[src/design/seq_wait_map.svh]
// constants for the sequence wait unit
`ifndef SEQ_WAIT_MAP_SVH
`define SEQ_WAIT_MAP_SVH
`define OP_WAIT_BELOW_UNSIGNED 3'h1
`define OP_WAIT_BELOW_SIGNED 3'h2
`define OP_WAIT_ABOVE_UNSIGNED 3'h3
`define OP_WAIT_ABOVE_SIGNED 3'h4
`define OP_WAIT_AXES_IDLE 3'h5
`define OP_WAIT_MOTION_END 3'h6
`define MASTER_AXIS 5'h00
`define OP_CODE_NONE 3'h0
`define SEL_NONE 8'h00
`define SIGN_BIT 31
`define ZERO32 32'h00000000
`define REG_SEL_W 8
`endif

[src/design/seq_wait_pkg.sv]
// types for the sequence wait unit
`default_nettype none
package seq_wait_pkg;
  typedef enum logic [2:0]
  {
    OP_NONE = 3'h0,
    OP_BELOW_U = 3'h1,
    OP_BELOW_S = 3'h2,
    OP_ABOVE_U = 3'h3,
    OP_ABOVE_S = 3'h4,
    OP_AXES_IDLE = 3'h5,
    OP_MOTION_END = 3'h6
  } wait_op_t;
  typedef enum logic [1:0]
  {
    ST_IDLE = 2'h0,
    ST_CMP = 2'h1,
    ST_AXES = 2'h2,
    ST_MOTION = 2'h3
  } wait_state_t;
endpackage : seq_wait_pkg
`default_nettype wire

[src/design/cmp_bus_if.sv]
// operands and result of the threshold comparator
`timescale 1ns/1ps
`default_nettype none
interface cmp_bus_if;
  logic [31:0] liveValue;
  logic [31:0] threshold;
  logic [2:0] op;
  logic hit;
  modport ctrl (output liveValue, output threshold, output op, input hit);
  modport cmp (input liveValue, input threshold, input op, output hit);
endinterface : cmp_bus_if
`default_nettype wire

[src/design/seq_wait_unit.sv]
// sequence wait unit: compare waits, motion wait and axes idle wait
// Contract
// - unsigned below wait stalls until register is less than threshold, then resumes.
// - signed below wait: same as with signed comparison.
// - unsigned above wait stalls until register exceeds threshold, then resumes.
// - signed above wait: same as with signed comparison.
// - unmet condition keeps the wait forever; no timeout, no error.
// - condition true at start completes the command without extra wait.
// - threshold captured once at command start; later source changes ignored.
// - any parameter, monitoring or user variable register may be tested.
// - axis reports busy during any wait and accepts nothing else.
// - master holds until no selected axis reports busy.
// - idle operand is 32-bit mask, bit n selects axis n.
// - dual-axis variants reject the idle wait command.
`timescale 1ns/1ps
`default_nettype none
`include "seq_wait_map.svh"
module seq_wait_unit
#(
  parameter bit DUAL_AXIS = 1'b0
)
(
  input wire logic core_clk,
  input wire logic rstn,
  input wire logic cmdValid,
  input wire logic [2:0] cmdOp,
  input wire logic [4:0] cmdAxis,
  input wire logic [7:0] cmdRegSel,
  input wire logic [31:0] cmdOperand,
  output logic [7:0] regSel,
  input wire logic [31:0] regValue,
  input wire logic motionActive,
  input wire logic [31:0] axisBusyPin,
  output logic cmdDone,
  output logic cmdReject,
  output logic busy
);
  logic [31:0] busyMeta_r;
  logic [31:0] busySync_r;
  logic [31:0] threshold_r;
  logic [31:0] mask_r;
  logic [2:0] op_r;
  logic [7:0] regSel_r;
  logic done_r;
  logic reject_r;
  logic busy_r;
  logic cmpHit;
  logic startHit;
  logic accept;
  logic isCmp;
  logic axesFree;
  logic refuse;
  seq_wait_pkg::wait_state_t state_r;
  seq_wait_pkg::wait_state_t state_nxt;
  cmp_bus_if cbus();
  cmp_bus_if startBus();

  assign regSel = regSel_r;
  assign cmdDone = done_r;
  assign cmdReject = reject_r;
  assign busy = busy_r;

  // axis busy lines come from other controllers
  always_ff @(posedge core_clk or negedge rstn)
  begin
    if (!rstn)
    begin
      busyMeta_r <= `ZERO32;
      busySync_r <= `ZERO32;
    end
    else
    begin
      busyMeta_r <= axisBusyPin;
      busySync_r <= busyMeta_r;
    end
  end

  assign isCmp = (cmdOp == `OP_WAIT_BELOW_UNSIGNED) || (cmdOp == `OP_WAIT_BELOW_SIGNED)
    || (cmdOp == `OP_WAIT_ABOVE_UNSIGNED) || (cmdOp == `OP_WAIT_ABOVE_SIGNED);
  assign accept = cmdValid && (state_r == seq_wait_pkg::ST_IDLE);
  assign axesFree = ((busySync_r & mask_r) == `ZERO32);
  // idle wait refused on dual-axis parts or other axes
  assign refuse = accept && (cmdOp == `OP_WAIT_AXES_IDLE) && (DUAL_AXIS || (cmdAxis != `MASTER_AXIS));

  // live compare during the wait
  // live register each cycle
  assign cbus.liveValue = regValue;
  assign cbus.threshold = threshold_r;
  assign cbus.op = op_r;
  assign cmpHit = cbus.hit;
  wait_compare uCmp
  (
    .bus(cbus)
  );

  // compare at command start with the fresh operand
  // immediate completion check
  assign startBus.liveValue = regValue;
  assign startBus.threshold = cmdOperand;
  assign startBus.op = cmdOp;
  assign startHit = startBus.hit;
  wait_compare uStartCmp
  (
    .bus(startBus)
  );

  always_comb
  begin
    state_nxt = state_r;
    case (state_r)
      seq_wait_pkg::ST_IDLE:
      begin
        if (accept && isCmp && !startHit)
          state_nxt = seq_wait_pkg::ST_CMP;
        // dual-axis parts do not wait for axes
        else if (accept && (cmdOp == `OP_WAIT_AXES_IDLE) && !DUAL_AXIS && (cmdAxis == `MASTER_AXIS))
          state_nxt = seq_wait_pkg::ST_AXES;
        else if (accept && (cmdOp == `OP_WAIT_MOTION_END) && motionActive)
          state_nxt = seq_wait_pkg::ST_MOTION;
      end
      seq_wait_pkg::ST_CMP:
        if (cmpHit)
          state_nxt = seq_wait_pkg::ST_IDLE;
      seq_wait_pkg::ST_AXES:
        if (axesFree)
          state_nxt = seq_wait_pkg::ST_IDLE;
      seq_wait_pkg::ST_MOTION:
        if (!motionActive)
          state_nxt = seq_wait_pkg::ST_IDLE;
      default:
        state_nxt = seq_wait_pkg::ST_IDLE;
    endcase
  end

  always_ff @(posedge core_clk or negedge rstn)
  begin
    if (!rstn)
      state_r <= seq_wait_pkg::ST_IDLE;
    else
      state_r <= state_nxt;
  end

  // operand capture at command start
  always_ff @(posedge core_clk or negedge rstn)
  begin
    if (!rstn)
    begin
      threshold_r <= `ZERO32;
      mask_r <= `ZERO32;
      op_r <= `OP_CODE_NONE;
      regSel_r <= `SEL_NONE;
    end
    else if (accept)
    begin
      if (isCmp)
        threshold_r <= cmdOperand;
      if (cmdOp == `OP_WAIT_AXES_IDLE)
        mask_r <= cmdOperand;
      op_r <= cmdOp;
      regSel_r <= cmdRegSel;
    end
  end

  // completion pulse; a refused idle wait gives none
  always_ff @(posedge core_clk or negedge rstn)
  begin
    if (!rstn)
      done_r <= 1'b0;
    else
      done_r <= ((state_r != seq_wait_pkg::ST_IDLE) && (state_nxt == seq_wait_pkg::ST_IDLE))
        || (accept && !refuse && (state_nxt == seq_wait_pkg::ST_IDLE));
  end

  always_ff @(posedge core_clk or negedge rstn)
  begin
    if (!rstn)
      reject_r <= 1'b0;
    else
      reject_r <= refuse;
  end

  always_ff @(posedge core_clk or negedge rstn)
  begin
    if (!rstn)
      busy_r <= 1'b0;
    else
      busy_r <= (state_nxt != seq_wait_pkg::ST_IDLE);
  end

  // checks on the wait behaviour
  a_start_hit_done: assert property (@(posedge core_clk) disable iff (!rstn)
    accept && isCmp && startHit |=> done_r && !busy_r)
    else $error("met compare did not finish at once");

  a_start_wait: assert property (@(posedge core_clk) disable iff (!rstn)
    accept && isCmp && !startHit |=> busy_r && !done_r && state_r == seq_wait_pkg::ST_CMP)
    else $error("unmet compare did not start a wait");

  a_cmp_hold: assert property (@(posedge core_clk) disable iff (!rstn)
    state_r == seq_wait_pkg::ST_CMP && !cmpHit |=> state_r == seq_wait_pkg::ST_CMP)
    else $error("compare wait ended early");

  a_live_release: assert property (@(posedge core_clk) disable iff (!rstn)
    state_r == seq_wait_pkg::ST_CMP && cmpHit |=> done_r && state_r == seq_wait_pkg::ST_IDLE)
    else $error("live compare hit not released");

  a_threshold_stable: assert property (@(posedge core_clk) disable iff (!rstn)
    state_r == seq_wait_pkg::ST_CMP |=> $stable(threshold_r))
    else $error("threshold changed during wait");

  a_threshold_capture: assert property (@(posedge core_clk) disable iff (!rstn)
    accept && isCmp |=> threshold_r == $past(cmdOperand))
    else $error("threshold not taken at start");

  a_regsel_capture: assert property (@(posedge core_clk) disable iff (!rstn)
    accept |=> regSel_r == $past(cmdRegSel))
    else $error("register selector not taken");

  a_below_unsigned: assert property (@(posedge core_clk) disable iff (!rstn)
    state_r == seq_wait_pkg::ST_CMP && op_r == `OP_WAIT_BELOW_UNSIGNED && regValue < threshold_r
    |=> done_r && state_r == seq_wait_pkg::ST_IDLE)
    else $error("unsigned below wait missed");

  a_below_signed: assert property (@(posedge core_clk) disable iff (!rstn)
    state_r == seq_wait_pkg::ST_CMP && op_r == `OP_WAIT_BELOW_SIGNED
    && $signed(regValue) < $signed(threshold_r) |=> done_r)
    else $error("signed below wait missed");

  a_above_unsigned: assert property (@(posedge core_clk) disable iff (!rstn)
    state_r == seq_wait_pkg::ST_CMP && op_r == `OP_WAIT_ABOVE_UNSIGNED && regValue > threshold_r
    |=> done_r && state_r == seq_wait_pkg::ST_IDLE)
    else $error("unsigned above wait missed");

  a_above_signed: assert property (@(posedge core_clk) disable iff (!rstn)
    state_r == seq_wait_pkg::ST_CMP && op_r == `OP_WAIT_ABOVE_SIGNED
    && $signed(regValue) > $signed(threshold_r) |=> done_r)
    else $error("signed above wait missed");

  a_equal_waits: assert property (@(posedge core_clk) disable iff (!rstn)
    state_r == seq_wait_pkg::ST_CMP && regValue == threshold_r |=> state_r == seq_wait_pkg::ST_CMP)
    else $error("equality ended a compare wait");

  a_axes_release: assert property (@(posedge core_clk) disable iff (!rstn)
    state_r == seq_wait_pkg::ST_AXES && ((busySync_r & mask_r) == `ZERO32) |=> done_r)
    else $error("axes idle wait not released");

  a_axes_hold: assert property (@(posedge core_clk) disable iff (!rstn)
    state_r == seq_wait_pkg::ST_AXES && ((busySync_r & mask_r) != `ZERO32) |=> state_r == seq_wait_pkg::ST_AXES && !done_r)
    else $error("axes idle wait ended while busy");

  a_master_accept: assert property (@(posedge core_clk) disable iff (!rstn)
    accept && cmdOp == `OP_WAIT_AXES_IDLE && cmdAxis == `MASTER_AXIS && !DUAL_AXIS |=> busy_r && !reject_r)
    else $error("master idle wait not started");

  a_mask_capture: assert property (@(posedge core_clk) disable iff (!rstn)
    accept && cmdOp == `OP_WAIT_AXES_IDLE |=> mask_r == $past(cmdOperand))
    else $error("axis mask not taken");

  a_reject_master: assert property (@(posedge core_clk) disable iff (!rstn)
    accept && cmdOp == `OP_WAIT_AXES_IDLE && cmdAxis != `MASTER_AXIS |=> reject_r && !done_r && !busy_r)
    else $error("idle wait off master not refused");

  a_dual_reject: assert property (@(posedge core_clk) disable iff (!rstn)
    accept && cmdOp == `OP_WAIT_AXES_IDLE && DUAL_AXIS |=> reject_r && !busy_r && !done_r)
    else $error("dual axis accepted idle wait");

  a_reject_alone: assert property (@(posedge core_clk) disable iff (!rstn)
    reject_r |-> !done_r && !busy_r)
    else $error("refusal came with done or busy");

  a_busy_wait: assert property (@(posedge core_clk) disable iff (!rstn)
    state_r != seq_wait_pkg::ST_IDLE |-> busy_r)
    else $error("busy low during a wait");

  a_busy_idle: assert property (@(posedge core_clk) disable iff (!rstn)
    state_r == seq_wait_pkg::ST_IDLE |-> !busy_r)
    else $error("busy high with no wait");

  a_wait_ignores: assert property (@(posedge core_clk) disable iff (!rstn)
    state_r != seq_wait_pkg::ST_IDLE && cmdValid |=> $stable(op_r) && $stable(regSel_r) && $stable(threshold_r))
    else $error("command taken during a wait");

  a_motion_busy: assert property (@(posedge core_clk) disable iff (!rstn)
    state_r == seq_wait_pkg::ST_MOTION && motionActive |=> state_r == seq_wait_pkg::ST_MOTION && busy_r)
    else $error("motion wait ended while moving");

  a_done_idle: assert property (@(posedge core_clk) disable iff (!rstn)
    done_r |-> !busy_r)
    else $error("done while still busy");
endmodule : seq_wait_unit
`default_nettype wire

[src/design/wait_compare.sv]
// strict threshold comparator, signed or unsigned
`timescale 1ns/1ps
`default_nettype none
`include "seq_wait_map.svh"
module wait_compare
(
  cmp_bus_if.cmp bus
);
  logic ltU;
  logic gtU;
  logic ltS;
  logic gtS;
  logic [2:0] opCode;
  assign opCode = bus.op;
  assign ltU = bus.liveValue < bus.threshold;
  assign gtU = bus.liveValue > bus.threshold;
  assign ltS = $signed(bus.liveValue) < $signed(bus.threshold);
  assign gtS = $signed(bus.liveValue) > $signed(bus.threshold);
  always_comb
  begin
    case (opCode)
      `OP_WAIT_BELOW_UNSIGNED: bus.hit = ltU;
      `OP_WAIT_BELOW_SIGNED: bus.hit = ltS;
      `OP_WAIT_ABOVE_UNSIGNED: bus.hit = gtU;
      `OP_WAIT_ABOVE_SIGNED: bus.hit = gtS;
      default: bus.hit = 1'b0;
    endcase
  end
endmodule : wait_compare
`default_nettype wire

[config.mk]
export PLATFORM = sky130hd
export DESIGN_NAME = seq_wait_unit
export DESIGN_NICKNAME = d
export VERILOG_FILES = /design/src/design/seq_wait_pkg.sv /design/src/design/cmp_bus_if.sv /design/src/design/seq_wait_unit.sv /design/src/design/wait_compare.sv
export VERILOG_INCLUDE_DIRS = /design/src /design/src/design
export SDC_FILE = /design/constraint.sdc
export NUM_CORES = 1
export LEC_CHECK = 0
export BUFFER_PORTS_ARGS = -buffer_cell sky130_fd_sc_hd__buf_2
export CAP_MARGIN = 10
export CELL_PAD_IN_SITES_DETAIL_PLACEMENT = 0
export CELL_PAD_IN_SITES_GLOBAL_PLACEMENT = 2
export CORE_ASPECT_RATIO = 1.4
export CORE_UTILIZATION = 39
export DETAILED_ROUTE_END_ITERATION = 7
export GPL_TIMING_DRIVEN = 1
export PLACE_DENSITY_LB_ADDON = 0.1
export SLEW_MARGIN = 20
export SYNTH_ARGS = -nofsm -noshare
export SYNTH_HDL_FRONTEND = slang
export SYNTH_SLANG_ARGS = --single-unit
[constraint.sdc]
create_clock -name core_clk -period 4.6 [get_ports core_clk]
set_input_delay 0.23 -clock core_clk [delete_from_list [all_inputs] [get_ports core_clk]]
set_output_delay 0.23 -clock core_clk [all_outputs]
set_load 0.05 [all_outputs]
==> metrics list <==
- At the end of routability-driven placement, the weighted congestion stood at 0.783.
- The worst setup path is captured at a register.
- The critical path is of the register to register type.
- The clock passes through at most 2 buffers.
* Max-capacitance violation count: 0
- Vias per cell: 4.93
- Number of flops mapped to enable cells by yosys: 0
* TritonCTS clock tree: done
* Crit path arrival time: 3070 ps
- Sum of negative setup slack: 0 ps
* Cts bufs inserted: 17
- Final Critical Period: 2770 ps
* Vias in the first global route: 4,840
- Final net count: 904
* Net count after synthesis: 736
* Area of the mapped netlist: 6510 sq um
* 1st-pass router iterations: 6
- The share of the Yosys chip area taken by registers is 0.554.
- Clock-pin slew was measured on the worst setup and hold paths at 60 ps.
- In this run the worst setup path begins at state_r[1].
- In this run the standard cell core region covers 16,200 sq um.
* Final Power: 4.41 mW
* I/O pin count: 127
- The number of setup buffers added after CTS is 0.
- Hold Vio Cnt, Final: 0
* Worst max-slew margin expressed relative to the limit: 0.393
* Share of flip-flops with an asynchronous set or reset: 1.00
* Highest Clock Rate: 361 MHz
* Total congestion overflow: 0
- Once detail routing completed, the nets flagged for antenna violations numbered 0.
- Synth Area per Inst: 11.7 sq um
- VDD sags by at most 0.337 mV.
* Finished Cell Area: 8260 sq um
- Routed length per placed instance: 16.6 microns
- The floorplan step defined a die boundary enclosing 17,200 sq um.
- Synth-to-layout area growth: 26.9%
- For the worst setup path, the data required time is 4910 ps.
- Site Rows: 55
- After detailed routing, the number of remaining DRC violations is 10.
- The share of synthesized area in the top cell type comes to 0.554.
- Y dimension of the die: 155 microns
* Synth warn: 0
* Worst flop-to-flop path startpoint: state_r[1]
- Clock latency of the later-clocked register in the worst-skew pair: 420 ps
- Final critical-path share of the clock period: 0.602
* Iteration-0 DRC Markers: 232
- Number of library cell types mapped by synthesis: 52
- Cell at the root of the clock tree: clkbuf_16
- Library cell occupying the most area in the post-synthesis netlist: dfrtp_1
* Fin util: 0.509
* First-pass GRT wire length: 25,200 microns
* N_diodes: 0
- STA classifies the critical path startpoint as a register.
- In this run the horizontal extent of the chip is 111 microns.
- Detailed Route WL: 15,600 microns
* Sink count of the clock tree: 144
- Detail Placement HPWL: 11,800 microns
- The worst hold path belongs to the class primary input to register.
- Launch instance of the worst min-delay path: cmdRegSel[3]
* Top FF cell, synth: dfrtp_1
* Failing checks: design-rule violations
* Dpl cell area: 7370 sq um
- Across every metal layer, demand over resource in global routing totals 0.195.
- The H-tree was split into 4 levels.
- Unrepaired setup endpoints after global routing: no
- In this run the static leakage power is 4.01 nW.
- Maximum number of pins on one net before global-route repair: 107
- Result of the run: finished, violations left
- Crit-path max FO: 28
- Final setup viols: 0
- Worst hold slack after final layout: 42.0 ps
- In the synthesized netlist, the number of instances is 556.
- Count of buffers from port buffering: 126
* Total number of vias: 4,618
- The number of antenna violations at the first check in global routing is 0.
* Post-Route Skew: 6.86 ps
* Power per cell area: 534 nW/um^2
* Post-synthesis register bit count: 144
- Final number of max-transition violations: 0
* Initial Utilization: 0.401
- Yosys attributes the largest share of cell area to dfrtp_1 (55%), ha_1 (12%), mux2_2 (7.6%), inv_1 (3.9%), o21ai_0 (3.1%).
* Fraction of layout cells with a size suffix above 1: 0.289
- Worst-margin pin slew: 906 ps
## worst paths after layout
kind,cells after the start,endpoint,slack (ps)
min,2,regSel[3],40
max in group asynchronous,3,busySync_r[10],3030
max reg2reg,6,cmdDone,1830
min reg2reg,0,busySync_r[14],350
min in group asynchronous,2,busySync_r[14],450
max,6,cmdDone,1830
## cell usage after synthesis (2+ instances only)
| cell type | n |
|---|---|
| a21boi_1 | 2 |
| a21o_1 | 4 |
| a21oi_1 | 27 |
| a221o_1 | 2 |
| a221oi_1 | 6 |
| a22o_1 | 4 |
| a22oi_1 | 8 |
| and4b_1 | 2 |
| buf_1 | 2 |
| buf_2 | 3 |
| clkbuf_1 | 7 |
| dfrtp_1 | 144 |
| ha_1 | 64 |
| inv_1 | 67 |
| mux2_2 | 44 |
| mux2i_1 | 2 |
| nand2_1 | 47 |
| nand3_1 | 8 |
| nand4_1 | 16 |
| nand4b_1 | 2 |
| nor2_1 | 9 |
| nor2b_1 | 5 |
| nor3_1 | 3 |
| nor3b_1 | 2 |
| nor4_1 | 6 |
| nor4b_1 | 2 |
| o211ai_1 | 3 |
| o21a_1 | 2 |
| o21ai_0 | 40 |
## worst max-delay path: stages, from the launching register on
cell and delay, ps:
dfrtp_1 450, nor3_2 780, and3_1 480, buf_4 430, nor2b_1 220, o21ai_0 80
and4b_1 200
## sequential cells by signal (all words and copies together), names as in the netlist
name,flops
busy,1
busyMeta_r,32
busySync_r,32
cbus.op,3
cbus.threshold,32
cmdDone,1
cmdReject,1
mask_r,32
regSel,8
state_r,2
## cell families after synthesis
| kind of cell | after synthesis | share of synthesized area |
|---|---|---|
| DFF | 144 | 0.554 |
| and+or+nand+nor | 111 | 0.0896 |
| AOI/OAI and AO/OA | 110 | 0.106 |
| buffers and inverters | 80 | 0.0469 |
| adders and majority gates | 64 | 0.123 |
| muxes | 46 | 0.0792 |
| xor gates and xnor gates | 1 | 0.00135 |
## per-stage QoR
step / worst slack [ps] / instances
detailed placement: 1790 / 871
global route: 1550 / 936
CTS: 1770 / 936
global placement: 1830 / 871
finish: 1830 / 936
floorplan: 2520 / 556
## power by group
part	leakage [nW]	switching, mW	total (mW)	internal (mW)
clock network	0.266	0.575	1.30	0.724
logic	2.02	0.729	1.28	0.553
registers	1.72	0.192	1.83	1.64
## cells in the final DEF (no fill, tap or decap), types with 2 or more instances in the layout
master         instances
nor2b_1                5
a22o_1                 4
inv_1                 67
clkinvlp_4             3
a21boi_1               2
mux2i_1                2
nor3_1                 2
inv_6                  7
nor3_2                 2
nor3b_1                2
dfrtp_1              144
a22oi_1                8
ha_1                  64
a221oi_1               6
a21oi_1               27
and4b_1                2
buf_2                125
mux2_2                44
nand4_1               16
a21o_1                 4
o211ai_1               3
clkbuf_8               2
inv_8                  2
nand2_1               47
nor2_1                 9
o21ai_0               40
nor4b_1                2
a221o_1                2
clkbuf_16             17
nand4b_1               2
o21a_1                 2
buf_4                  3
nand3_1                8
nor4_1                 6
dlygate4sd3_1         33
## final cells by class
class	instances	area, sq um
Clock buffer	19	443
Fill cell	1460	7980
Sequential cell	144	3600
Clock inverter	13	115
Tap cell	199	249
Timing Repair Buffer	162	992
Inverter	67	251
Multi-Input combinational cell	332	2610
## repair_timing
item / CTS / global route
hold buffers: 33 / 0
hold endpoints to repair: 78 / 0
resized for setup: 0 / 0
## layer usage
metal	GRT usage	wire length [microns]
met5	0	0
met4	0.0624	193
met3	0.0411	462
met2	0.338	7880
met1	0.243	7050
Power figures use the tool's default switching activity.
